==> config.mk <==
export PLATFORM = sky130hd
export DESIGN_NAME = adc_conversion_timing_sequencer
export DESIGN_NICKNAME = d
export VERILOG_FILES = /design/src/inc/adc_seq_pkg.sv /design/src/hdl/adc_conversion_timing_sequencer.sv
export SDC_FILE = /design/constraint.sdc
export NUM_CORES = 1
export LEC_CHECK = 0
export ABC_CLOCK_PERIOD_IN_PS = 5470
export BUFFER_PORTS_ARGS = -buffer_cell sky130_fd_sc_hd__buf_2
export CORE_ASPECT_RATIO = 0.7
export CORE_UTILIZATION = 35
export DETAILED_ROUTE_END_ITERATION = 6
export SYNTH_ARGS = -nofsm -noshare
export SYNTH_HDL_FRONTEND = slang
export SYNTH_SLANG_ARGS = --single-unit
==> constraint.sdc <==
create_clock -name clk_sys -period 5.47 [get_ports clk_sys]
set_input_delay 0.2735 -clock clk_sys [delete_from_list [all_inputs] [get_ports clk_sys]]
set_output_delay 0.2735 -clock clk_sys [all_outputs]
set_load 0.005 [all_outputs]
==> src/inc/adc_seq_pkg.sv <==
// Constants for the conversion timing sequencer.
// Assumes one system clock; durations are in half-CPU-period units.
package adc_seq_pkg;
  localparam int CLK_HZ              = 25000000;
  localparam int RES_BITS            = 10;
  // Converter control byte: selectors in the upper nibble, power-off at bit 3
  localparam int CTRL_WIDTH          = 8;
  localparam int CTC_POS             = 6;
  localparam int STC_POS             = 4;
  localparam int OFF_POS             = 3;
  localparam logic [7:0] CTRL_RESET  = 8'h00;
  // One system clock is one CPU period, that is two half-period units
  localparam int HALF_PER_CLK        = 2;
  localparam logic [9:0] CODE_MIN    = 10'h000;
  localparam logic [9:0] CODE_MAX    = 10'h3ff;
  // Durations in half-period units: index [ctc_row*4 + stc]; rows 00, 11, 10
  localparam int SAMPLE_HP [12] = '{120, 140, 200, 400, 240, 280, 400, 800,
                                    480, 560, 800, 1600};
  localparam int COMPARE_HP [12] = '{240, 280, 280, 280, 480, 560, 560, 560,
                                     960, 1120, 1120, 1120};
  localparam int EXTRA_HP [12]  = '{28, 16, 52, 44, 52, 28, 100, 52,
                                    100, 52, 196, 164};
  typedef enum logic [2:0] {
    ST_IDLE    = 3'b000,
    ST_SAMPLE  = 3'b001,
    ST_COMPARE = 3'b010,
    ST_EXTRA   = 3'b011,
    ST_DONE    = 3'b100
  } seq_state_t;
endpackage

==> src/hdl/adc_conversion_timing_sequencer.sv <==
// Conversion timing sequencer: sample, ten approximation steps, result load.
// Assumes the analog comparator output is asynchronous and a start pulse
// comes from logic on clk_sys.
//
// Behaviour
// - Sample phase runs before any digitising
// - Ten successive approximation steps, one per bit
// - Phase durations programmable in CPU clock multiples
// - Timing from two 2-bit selectors, upper nibble
// - Durations counted in half CPU periods
// - Sample, compare and extra phases make conversion
// - Selector 00 phase duration table
// - Selector 11 phase duration table
// - Selector 10 phase duration table
// - Input changes ignored after sampling ends
// - Clamped inputs give all-zero or all-ones code
// - Power-off bit disables the converter
`timescale 1ns/10ps
module adc_conversion_timing_sequencer (
  // Clock and reset
  input  wire logic       clk_sys,
  input  wire logic       rst,
  // Control
  input  wire logic [7:0] converter_control_reg,
  input  wire logic       convStart,
  // Analog front end
  input  wire logic       compHigh,
  output logic            sampleSwitch,
  output logic            holdActive,
  output logic [9:0]      dacCode,
  output logic            analogPowerOn,
  // Result
  output logic [9:0]      result,
  output logic            resultValid,
  output logic            busy
);
  // Table row for a selector pair; 01 treated as 00
  function automatic logic [3:0] tableIndex(input logic [1:0] ctc, input logic [1:0] stc);
    logic [1:0] row;
    row = (ctc == 2'b11) ? 2'd1 : (ctc == 2'b10) ? 2'd2 : 2'd0;
    return 4'(row * 4 + stc);
  endfunction

  function automatic logic [10:0] cycles(input int hp);
    return 11'(hp / adc_seq_pkg::HALF_PER_CLK);
  endfunction

  logic [1:0]  convClockSelect;
  logic [1:0]  sampleTimeSelect;
  logic        converterPowerOff;
  assign convClockSelect   = converter_control_reg[adc_seq_pkg::CTC_POS +: 2];
  assign sampleTimeSelect  = converter_control_reg[adc_seq_pkg::STC_POS +: 2];
  assign converterPowerOff = converter_control_reg[adc_seq_pkg::OFF_POS];

  adc_seq_pkg::seq_state_t state_ff;
  logic [3:0]  idx_ff;
  logic [10:0] cnt_ff;
  logic [3:0]  bit_ff;
  logic [9:0]  sar_ff;
  logic        comp1_ff, comp2_ff, comp3_ff;
  logic        lastCycle;
  logic [10:0] stepLen;
  logic [10:0] sampleLen;
  logic [10:0] extraLen;

  // Comparator input crosses domains; second and third stage must agree
  logic compStable_ff;
  always_ff @(posedge clk_sys) begin
    if (rst) begin
      comp1_ff <= 1'b0;
      comp2_ff <= 1'b0;
      comp3_ff <= 1'b0;
      compStable_ff <= 1'b0;
    end else begin
      comp1_ff <= compHigh;
      comp2_ff <= comp1_ff;
      comp3_ff <= comp2_ff;
      if (comp2_ff == comp3_ff)
        compStable_ff <= comp3_ff;
    end
  end

  always_comb begin
    sampleLen = cycles(adc_seq_pkg::SAMPLE_HP[idx_ff]);
    stepLen   = cycles(adc_seq_pkg::COMPARE_HP[idx_ff]) / 11'(adc_seq_pkg::RES_BITS);
    extraLen  = cycles(adc_seq_pkg::EXTRA_HP[idx_ff]);
  end
  assign lastCycle = (cnt_ff == 11'd1);

  // Phase sequencing; selectors latched at start so a mid-run write is harmless
  always_ff @(posedge clk_sys) begin
    if (rst) begin
      state_ff <= adc_seq_pkg::ST_IDLE;
      idx_ff   <= 4'h0;
      cnt_ff   <= 11'h000;
      bit_ff   <= 4'h0;
    end else if (converterPowerOff) begin
      state_ff <= adc_seq_pkg::ST_IDLE;
      cnt_ff   <= 11'h000;
    end else begin
      case (state_ff)
        adc_seq_pkg::ST_IDLE: begin
          if (convStart) begin
            idx_ff   <= tableIndex(convClockSelect, sampleTimeSelect);
            cnt_ff   <= cycles(adc_seq_pkg::SAMPLE_HP[tableIndex(convClockSelect,
                                                                  sampleTimeSelect)]);
            state_ff <= adc_seq_pkg::ST_SAMPLE;
          end
        end
        adc_seq_pkg::ST_SAMPLE: begin
          if (lastCycle) begin
            state_ff <= adc_seq_pkg::ST_COMPARE;
            cnt_ff   <= stepLen;
            bit_ff   <= 4'(adc_seq_pkg::RES_BITS - 1);
          end else
            cnt_ff <= cnt_ff - 11'd1;
        end
        adc_seq_pkg::ST_COMPARE: begin
          if (lastCycle) begin
            cnt_ff <= stepLen;
            if (bit_ff == 4'h0) begin
              state_ff <= adc_seq_pkg::ST_EXTRA;
              cnt_ff   <= extraLen;
            end else
              bit_ff <= bit_ff - 4'h1;
          end else
            cnt_ff <= cnt_ff - 11'd1;
        end
        adc_seq_pkg::ST_EXTRA: begin
          if (lastCycle)
            state_ff <= adc_seq_pkg::ST_DONE;
          else
            cnt_ff <= cnt_ff - 11'd1;
        end
        adc_seq_pkg::ST_DONE:
          state_ff <= adc_seq_pkg::ST_IDLE;
        default:
          state_ff <= adc_seq_pkg::ST_IDLE;
      endcase
    end
  end

  // Successive approximation register; trial bit set, kept if input above DAC
  always_ff @(posedge clk_sys) begin
    if (rst)
      sar_ff <= adc_seq_pkg::CODE_MIN;
    else if (state_ff == adc_seq_pkg::ST_SAMPLE && lastCycle)
      sar_ff <= 10'h200;
    else if (state_ff == adc_seq_pkg::ST_COMPARE && lastCycle) begin
      // Decision uses the held voltage only; the sampling switch is open
      sar_ff[bit_ff] <= compStable_ff;
      if (bit_ff != 4'h0)
        sar_ff[bit_ff - 4'h1] <= 1'b1;
    end
  end

  // Result load at end of the extra phase
  always_ff @(posedge clk_sys) begin
    if (rst) begin
      result      <= adc_seq_pkg::CODE_MIN;
      resultValid <= 1'b0;
    end else begin
      resultValid <= 1'b0;
      if (state_ff == adc_seq_pkg::ST_EXTRA && lastCycle && !converterPowerOff) begin
        // Clamp happens naturally: all decisions 0 or all 1
        result      <= sar_ff;
        resultValid <= 1'b1;
      end
    end
  end

  assign sampleSwitch  = (state_ff == adc_seq_pkg::ST_SAMPLE);
  assign holdActive    = (state_ff == adc_seq_pkg::ST_COMPARE) ||
                         (state_ff == adc_seq_pkg::ST_EXTRA);
  assign dacCode       = sar_ff;
  assign analogPowerOn = !converterPowerOff;
  assign busy          = (state_ff != adc_seq_pkg::ST_IDLE);

  // Helper: cycles spent in sample phase
  logic [11:0] sampCount_ff;
  always_ff @(posedge clk_sys) begin
    if (rst)
      sampCount_ff <= 12'h000;
    else if (state_ff == adc_seq_pkg::ST_SAMPLE)
      sampCount_ff <= sampCount_ff + 12'h001;
    else
      sampCount_ff <= 12'h000;
  end
endmodule

==> results of run 1 <==
==> power by group through the flow <==
| stage | registers (mW) | clock network (mW) | logic [mW] |
|---|---|---|---|
| final | 0.359 | 0.295 | 0.164 |
| after global routing | 0.360 | 0.317 | 0.184 |
| after CTS | 0.359 | 0.301 | 0.161 |
| after detailed placement | 0.367 | 0 | 0.161 |
| after global placement | 0.366 | 0 | 0.156 |
| after floorplan | 0.362 | 0 | 0.129 |
==> layout make-up <==
class	count	share of cell area, %
repair buffers	33	4.30
clock buffers	7	3.46
multi-input cells	372	61.1
clock inverters	1	0.130
well taps	128	4.17
inverters	24	2.35
flip-flops and latches	47	24.5
==> state kept, by name, indices dropped and copies added (netlist names) <==
signal	cells
bit_ff	4
cnt_ff	11
comp1_ff	1
comp2_ff	1
comp3_ff	1
compStable_ff	1
dacCode	10
idx_ff	4
result	10
resultValid	1
state_ff	3
==> placed cells by master, fill, tap and decap left out, types with 3 or more instances in the layout <==
master,count
ha_1,23
inv_1,24
buf_2,33
o21ai_0,30
nor2_1,48
a21o_1,3
mux2_2,5
o32ai_1,3
mux2i_1,5
nor3b_1,4
a22o_1,4
or2_2,4
a21oi_1,52
nand3_1,18
nor3_1,10
a211oi_1,7
or3_1,5
a221oi_1,5
clkbuf_16,5
nand2_1,49
xor2_1,5
a31oi_1,7
nor4_1,3
nor2b_1,10
nand2b_1,10
a22oi_1,4
o21a_1,4
o211ai_1,6
a311oi_1,4
a32oi_1,3
dfxtp_1,47
==> per-layer routing <==
layer  vias up  GRT usage [%]  routed length [um]
met5         -              0                   0
met4         0           3.03                  42
met3         6           3.79                 576
met2       100           26.5                4020
met1      1666           29.8                5140
li1       1726              -                   -
==> per-stage QoR <==
step / hold slack (ns) / std cells / cell area [um2]
after floorplan: 0.402 / 478 / 3510
after global placement: 0.416 / 604 / 3700
after detailed placement: 0.433 / 604 / 3700
after CTS: 0.192 / 612 / 3840
after global routing: 0.196 / 612 / 3840
final: 0.197 / 612 / 3840
==> cells in the mapped netlist (6+ instances only) <==
library cell	count
clkbuf_1	26
a31oi_1	7
nand2b_1	10
o21ai_0	30
a21oi_1	52
ha_1	23
inv_1	24
nand2_1	49
nand3_1	18
nor2b_1	10
dfxtp_1	47
nor3_1	10
o211ai_1	6
a211oi_1	7
nor2_1	48
==> logic make-up after synthesis <==
family | Yosys count | share of synthesized area (%)
AND/OR/NAND/NOR | 179 | 25.7
AO/OA/AOI/OAI | 152 | 27.7
flip-flops | 47 | 26.8
multiplexers | 10 | 3.03
XOR/XNOR | 7 | 1.75
buffers and inverters | 59 | 6.52
adder cells (fa/ha/maj) | 24 | 8.48
==> worst register-to-register path: cells and delay by family, from the launching register on <==
| kind | cells | cell delay, ns |
|---|---|---|
| AND/OR/NAND/NOR | 2 | 0.25 |
| AO/OA/AOI/OAI | 6 | 1.12 |
| buffers and inverters | 2 | 0.21 |
| adder cells (fa/ha/maj) | 3 | 1.39 |
| flip-flops | 1 | 0.39 |
==> path summary, 6_finish.rpt <==
kind | from | to | slack, ns
setup / recovery | idx_ff[1] | cnt_ff[1] | 1.96
hold reg to reg | comp1_ff | comp2_ff | 0.44
hold / removal | compHigh | comp1_ff | 0.20
setup reg to reg | idx_ff[1] | cnt_ff[1] | 1.96
==> impl_metrics.py, run 1 <==
metrics = {
    "synth": {
        "nets_in_the_synthesized_netlist": 513,
        "synth-seq-cells": 47,
        "synth_largest_type_area_fraction_pct": 26.8,
        "synthDistinctLibCells": 65,
        "post-synth-top-area-cell": "dfxtp_1",
        "synthArstFlopShare_pct": 0,
        "synth-seq-area-share_pct": 26.8,
        "synth_warnings": 0,
        "synth_edf_count": 0,
        "synthesis.instances": 478,
        "syn_area_um2": 3510,
        "synthTopCellsByArea": "dfxtp_1, ha_1, a21oi_1",
        "avgSynthCellArea_um2": 7.35,
        "synth_ff_type": "dfxtp_1",
    },
    "pwr": {
        "power.leakage_nw": 1.51,
        "report.power.total_uw": 818,
        "power.sequential.fraction_pct": 43.9,
        "worst_ir_drop_vdd_mv": 0.106,
        "netSwitchingPower_uw": 238,
        "power.switching_fraction_pct": 29.1,
        "share_comb_of_total_power_pct": 20.0,
        "internal_power_uw": 580,
        "power.share.clock_pct": 36.0,
        "pwr_density_cell_nw_per_um2": 213,
    },
    "critical_path": {
        "crit_fanout": 24,
        "crit_path_max_cell_delay_ns": 0.65,
        "arrival_ns": 3.66,
        "worst-endpoint-required_ns": 5.62,
        "wp_buf_inv": 2,
        "critical_path.startpoint_type": "flip-flop",
        "critical_path_depth": 13,
        "path_delay_family": "adder cells",
        "worst_setup_path_end_kind": "flip-flop",
        "crit_top_cell": "ha_1",
        "path_cells": "inv_1 > ha_1 > o21ai_0 > ha_1 > nor2b_1 > a32oi_1 > o21a_1 > ha_1 > inv_1 > nor2_1 > o211ai_1 > a32oi_1 > o41ai_1",
        "rr_worst_depth": 13,
        "cp_slowest_cell": "ha_1",
        "worst-setup-path-type": "reg2reg",
    },
    "detailed_routing": {
        "wire_per_inst_um": 16.0,
        "post_detailed_route_drc_marker_count": 1,
        "routed_wirelength_um": 9780,
        "via_per_inst": 5.72,
        "drtPass1Iterations": 7,
        "drt.antenna.violating_nets": 0,
        "dr.first_iter.drc_count": 408,
        "detailroute.via_count": 3498,
    },
    "layout": {
        "register_area_um2": 941,
        "final_core_utilization_pct": 39.5,
        "multi_input_area_um2": 2340,
        "n_fill_cell": 1009,
        "num_antenna_cells": 0,
        "flow.area_growth_from_synthesis_pct": 9.22,
        "post_layout_net_count": 518,
        "share_of_post_route_cells_with_drive_strength_above_1_pct": 12.0,
    },
    "worst_hold_path": {
        "hold_depth": 2,
        "hold_path.class": "in2reg",
    },
    "clock_network": {
        "cts_hold_buffers": 0,
        "cts-root-to-sink-buffers": 2,
        "clock_sinks": 47,
        "cts_tree": "yes",
        "cts_buffers": 5,
        "post_cts_resize_count": 0,
        "cts.reportedPaths.clkPinSlew_ns": 0.06,
        "clock_insertion_delay_at_the_later_pin_of_the_skew_report_ns": 0.29,
        "post-cts-setup-buffer-count": 0,
        "htreeDepth": 2,
        "cts_root_buf": "clkbuf_16",
    },
    "placement": {
        "port-buffer-count": 33,
        "place_hpwl_um": 7000,
        "pre_cts_slack_ns": 2.00,
        "gp_congestion": 0.870,
    },
    "outcome": {
        "run_status": "finished with violations",
        "violations": "design-rule violations",
    },
    "die": {
        "overall_die_area_um2": 10400,
        "placementRows": 30,
        "die-width_um": 122,
        "floorplan.core_area_um2": 9720,
        "start_util_pct": 36.1,
        "design.portCount": 37,
        "fp.dieH_um": 85.8,
    },
    "sta": {
        "setup_viol": 0,
        "worst_slew_pin_slew_ns": 1.02,
        "finalCritPeriodShare_pct": 64.1,
        "clock_skew_ns": 0.00898,
        "maxClockFrequency_mhz": 285,
        "final.setup.tns_ns": 0,
        "setup_repair_after_global_routing_missed_its_margin": "no",
        "timing_max_transition_violations_final": 0,
        "max-slew-margin-rel_pct": 32.0,
        "min_period_ns": 3.51,
        "final_hold_viol_count": 0,
        "postLayoutSetupSlackWorst_ns": 1.96,
    },
    "global_routing": {
        "antenna_found_initial": 0,
        "groute.usage.overall_pct": 19.0,
        "first_global_vias": 3074,
        "grt_start_max_net_pins": 27,
        "gr-total-overflow": 0,
        "wire_length_of_the_first_global_routing_pass_um": 15800,
    },
    "job": {
        "max-cap-violations": 0,
    },
}
Power figures use the tool's default switching activity.
==> run 2: changes to the inputs <==
Settings changed: ABC_AREA set to 1, ABC_CLOCK_PERIOD_IN_PS 5470 to 3600.
Clock period 5.47 ns to 3.6 ns, I/O delays scaled along.
==> impl_metrics.py, run 2 <==
metrics = {
    "outcome": {
        "run_status": "completed",
    },
    "clock_network": {
        "cts_hold_buffers": 0,
        "cts_root_buf": "clkbuf_16",
        "clock_sinks": 47,
        "cts_buffers": 5,
        "cts-root-to-sink-buffers": 2,
        "cts_tree": "yes",
        "htreeDepth": 2,
        "clock_insertion_delay_at_the_later_pin_of_the_skew_report_ns": 0.29,
        "cts.reportedPaths.clkPinSlew_ns": 0.07,
    },
    "sta": {
        "setup_viol": 0,
        "setup_repair_after_global_routing_missed_its_margin": "yes",
        "finalCritPeriodShare_pct": 99.2,
        "max-slew-margin-rel_pct": 39.6,
        "clock_skew_ns": 0.00666,
        "maxClockFrequency_mhz": 280,
        "worst_slew_pin_slew_ns": 0.883,
        "min_period_ns": 3.57,
        "final_hold_viol_count": 0,
        "timing_max_transition_violations_final": 0,
    },
    "layout": {
        "share_of_post_route_cells_with_drive_strength_above_1_pct": 23.8,
        "register_area_um2": 943,
        "final_area_um2": 4830,
        "final_core_utilization_pct": 46.0,
        "post_layout_net_count": 678,
        "final_cell_mix": "nand2_1, inv_1, nor2_1",
        "n_fill_cell": 1089,
        "multi_input_area_um2": 2710,
        "num_antenna_cells": 0,
        "layout.cells.most_common": "nand2_1",
        "flow.area_growth_from_synthesis_pct": 25.8,
        "largest_register": "cnt_ff",
        "stdcell_count": 792,
        "largest_register_ffs": 11,
    },
    "synth": {
        "synth_ff_type": "dfxtp_1",
        "yosys-top-cells-count": "nand2_1, inv_1, nor2_1, dfxtp_1",
        "synthesis.instances": 571,
        "largest_family_of_logic_cells_by_synthesized_area": "simple AND/OR/NAND/NOR gates",
        "synth_warnings": 0,
        "synth_edf_count": 0,
        "synthTopCellsByArea": "dfxtp_1, nand2_1, ha_1",
        "synth_fa_ha_area_share_pct": 7.49,
        "yosys.area_share.xor_xnor_pct": 2.51,
        "syn_area_um2": 3840,
        "nets_in_the_synthesized_netlist": 606,
        "avgSynthCellArea_um2": 6.73,
        "post_synth_mux_area_share_pct": 0,
        "synth-seq-cells": 47,
        "yosys.area_share.simple_pct": 36.4,
        "synth-seq-area-share_pct": 24.5,
        "synth_compound_gate_area_share_pct": 19.3,
        "synthDistinctLibCells": 54,
        "synth_largest_type_area_fraction_pct": 24.5,
        "post-synth-top-area-cell": "dfxtp_1",
        "synth.most_common_cell": "nand2_1",
        "synthArstFlopShare_pct": 0,
    },
    "detailed_routing": {
        "drtPass1Iterations": 5,
        "dr.first_iter.drc_count": 410,
        "routed_wirelength_um": 10900,
        "post_detailed_route_drc_marker_count": 0,
        "via_per_inst": 5.12,
        "drt.antenna.violating_nets": 0,
        "wire_per_inst_um": 13.8,
        "detailroute.via_count": 4058,
    },
    "critical_path": {
        "worst_setup_path_end_kind": "flip-flop",
        "rr_worst_depth": 32,
        "crit_path_max_cell_delay_ns": 0.35,
        "critical_path_end": "cnt_ff[0]",
        "critical_path.startpoint_type": "flip-flop",
        "crit_top_cell": "nand2_1",
        "path_delay_family": "simple AND/OR/NAND/NOR gates",
        "timing.rr.start": "idx_ff[1]",
        "worst_r2r_endpoint": "cnt_ff[0]",
        "r2r_setup_slack_ns": 0.03,
        "cp_slowest_cell": "dfxtp_2",
        "arrival_ns": 3.79,
        "worst-setup-path-type": "reg2reg",
        "crit_fanout": 7,
        "crit_path_start": "idx_ff[1]",
        "worst-endpoint-required_ns": 3.82,
        "wp_buf_inv": 4,
        "critical_path_depth": 32,
    },
    "global_routing": {
        "groute.usage.overall_pct": 19.5,
        "grt_start_max_net_pins": 18,
        "wire_length_of_the_first_global_routing_pass_um": 17600,
        "gr-total-overflow": 0,
        "antenna_found_initial": 0,
        "first_global_vias": 3569,
    },
    "worst_hold_path": {
        "hold_path.class": "in2reg",
    },
    "die": {
        "floorplan.core_area_um2": 10500,
        "fp.dieH_um": 89.7,
        "design.portCount": 37,
        "die-width_um": 127,
        "start_util_pct": 36.5,
        "placementRows": 31,
        "overall_die_area_um2": 11400,
    },
    "pwr": {
        "pwr_density_cell_nw_per_um2": 521,
        "worst_ir_drop_vdd_mv": 0.234,
        "power.leakage_nw": 2.30,
    },
    "placement": {
        "gp_congestion": 0.904,
        "place_hpwl_um": 8590,
        "dpl.cell_count": 769,
        "detailed_place.area_um2": 4360,
        "port-buffer-count": 33,
    },
    "job": {
        "max-cap-violations": 0,
    },
}
-- run 2: cell types whose count changed after synthesis, moves of 6 or more --
| cell | previous run | this run |
|---|---|---|
| o211ai_1 | 6 | 0 |
| nand2_1 | 49 | 120 |
| nand3_2 | 0 | 7 |
| nand2_2 | 0 | 10 |
| nor2b_1 | 10 | 0 |
| clkbuf_1 | 26 | 3 |
| inv_1 | 24 | 73 |
| nand2b_1 | 10 | 0 |
| nand3_1 | 18 | 45 |
| nand2_4 | 0 | 9 |
| o21ai_0 | 30 | 45 |
| a21oi_1 | 52 | 36 |
-- run 2: final cells by class --
cell class	count	area share, %
Clock buffer	5	2.59
Sequential cell	47	19.5
Clock inverter	3	1.40
Inverter	85	6.89
Tap cell	148	3.83
Multi-Input combinational cell	432	56.0
Timing Repair Buffer	72	9.73
-- run 2: report_power, final --
part | switching (mW) | internal, mW | total (mW)
logic | 0.803 | 0.555 | 1.36
registers | 0.0136 | 0.534 | 0.548
clock network | 0.213 | 0.398 | 0.611
total | 1.03 | 1.49 | 2.52
-- run 2: logic make-up after synthesis --
family | count (synthesis)
flops | 47
buf+inv | 92
simple gates | 276
fa+ha+maj | 23
compound gates | 122
xor+xnor | 11
-- run 2: through the flow --
stage	TNS, ns	setup slack [ns]	power (mW)	hold slack (ns)
2_1_floorplan	0	0.0552	1.44	0.287
3_5_place_dp	-0.163	-0.120	1.71	0.389
6_report	0	0.0301	2.52	0.0875
3_3_place_gp	-0.0245	-0.0245	1.69	0.386
5_1_grt	-0.456	-0.263	2.69	0.101
4_1_cts	-0.00711	-0.00711	2.43	0.0844
-- run 2: how the worst min path moves through the flow --
stage                     startpoint       end  slack [ns]  depth (start not counted)
after floorplan             compHigh  comp1_ff        0.29                          2
after global placement      compHigh  comp1_ff        0.39                          3
after detailed placement    compHigh  comp1_ff        0.39                          3
after CTS                   compHigh  comp1_ff        0.08                          3
after global routing        compHigh  comp1_ff        0.10                          3
final                       compHigh  comp1_ff        0.09                          3
-- run 2: repair_timing --
| item | 4_1_cts | 5_1_grt |
|---|---|---|
| setup buffers | 7 | 8 |
| pin swaps | 15 | 17 |
| gates resized for setup | 17 | 13 |
| setup endpoints to repair | 2 | 2 |
| gates cloned | 0 | 0 |
-- run 2: per-layer routing --
metal	global-route usage, %	part of all wire [%]
met3	3.61	6.4
met2	28.7	42
met1	28.9	50
met5	0	0
met4	5.19	0.79
-- run 2: worst reg2reg max path: cells and delay by family (launching register included) --
family,cells,cell delay [ns]
DFF,1,0.35
AOI/OAI and AO/OA,4,0.43
and+or+nand+nor,21,1.82
adders and majority gates,3,0.50
buffers and inverters,4,0.40
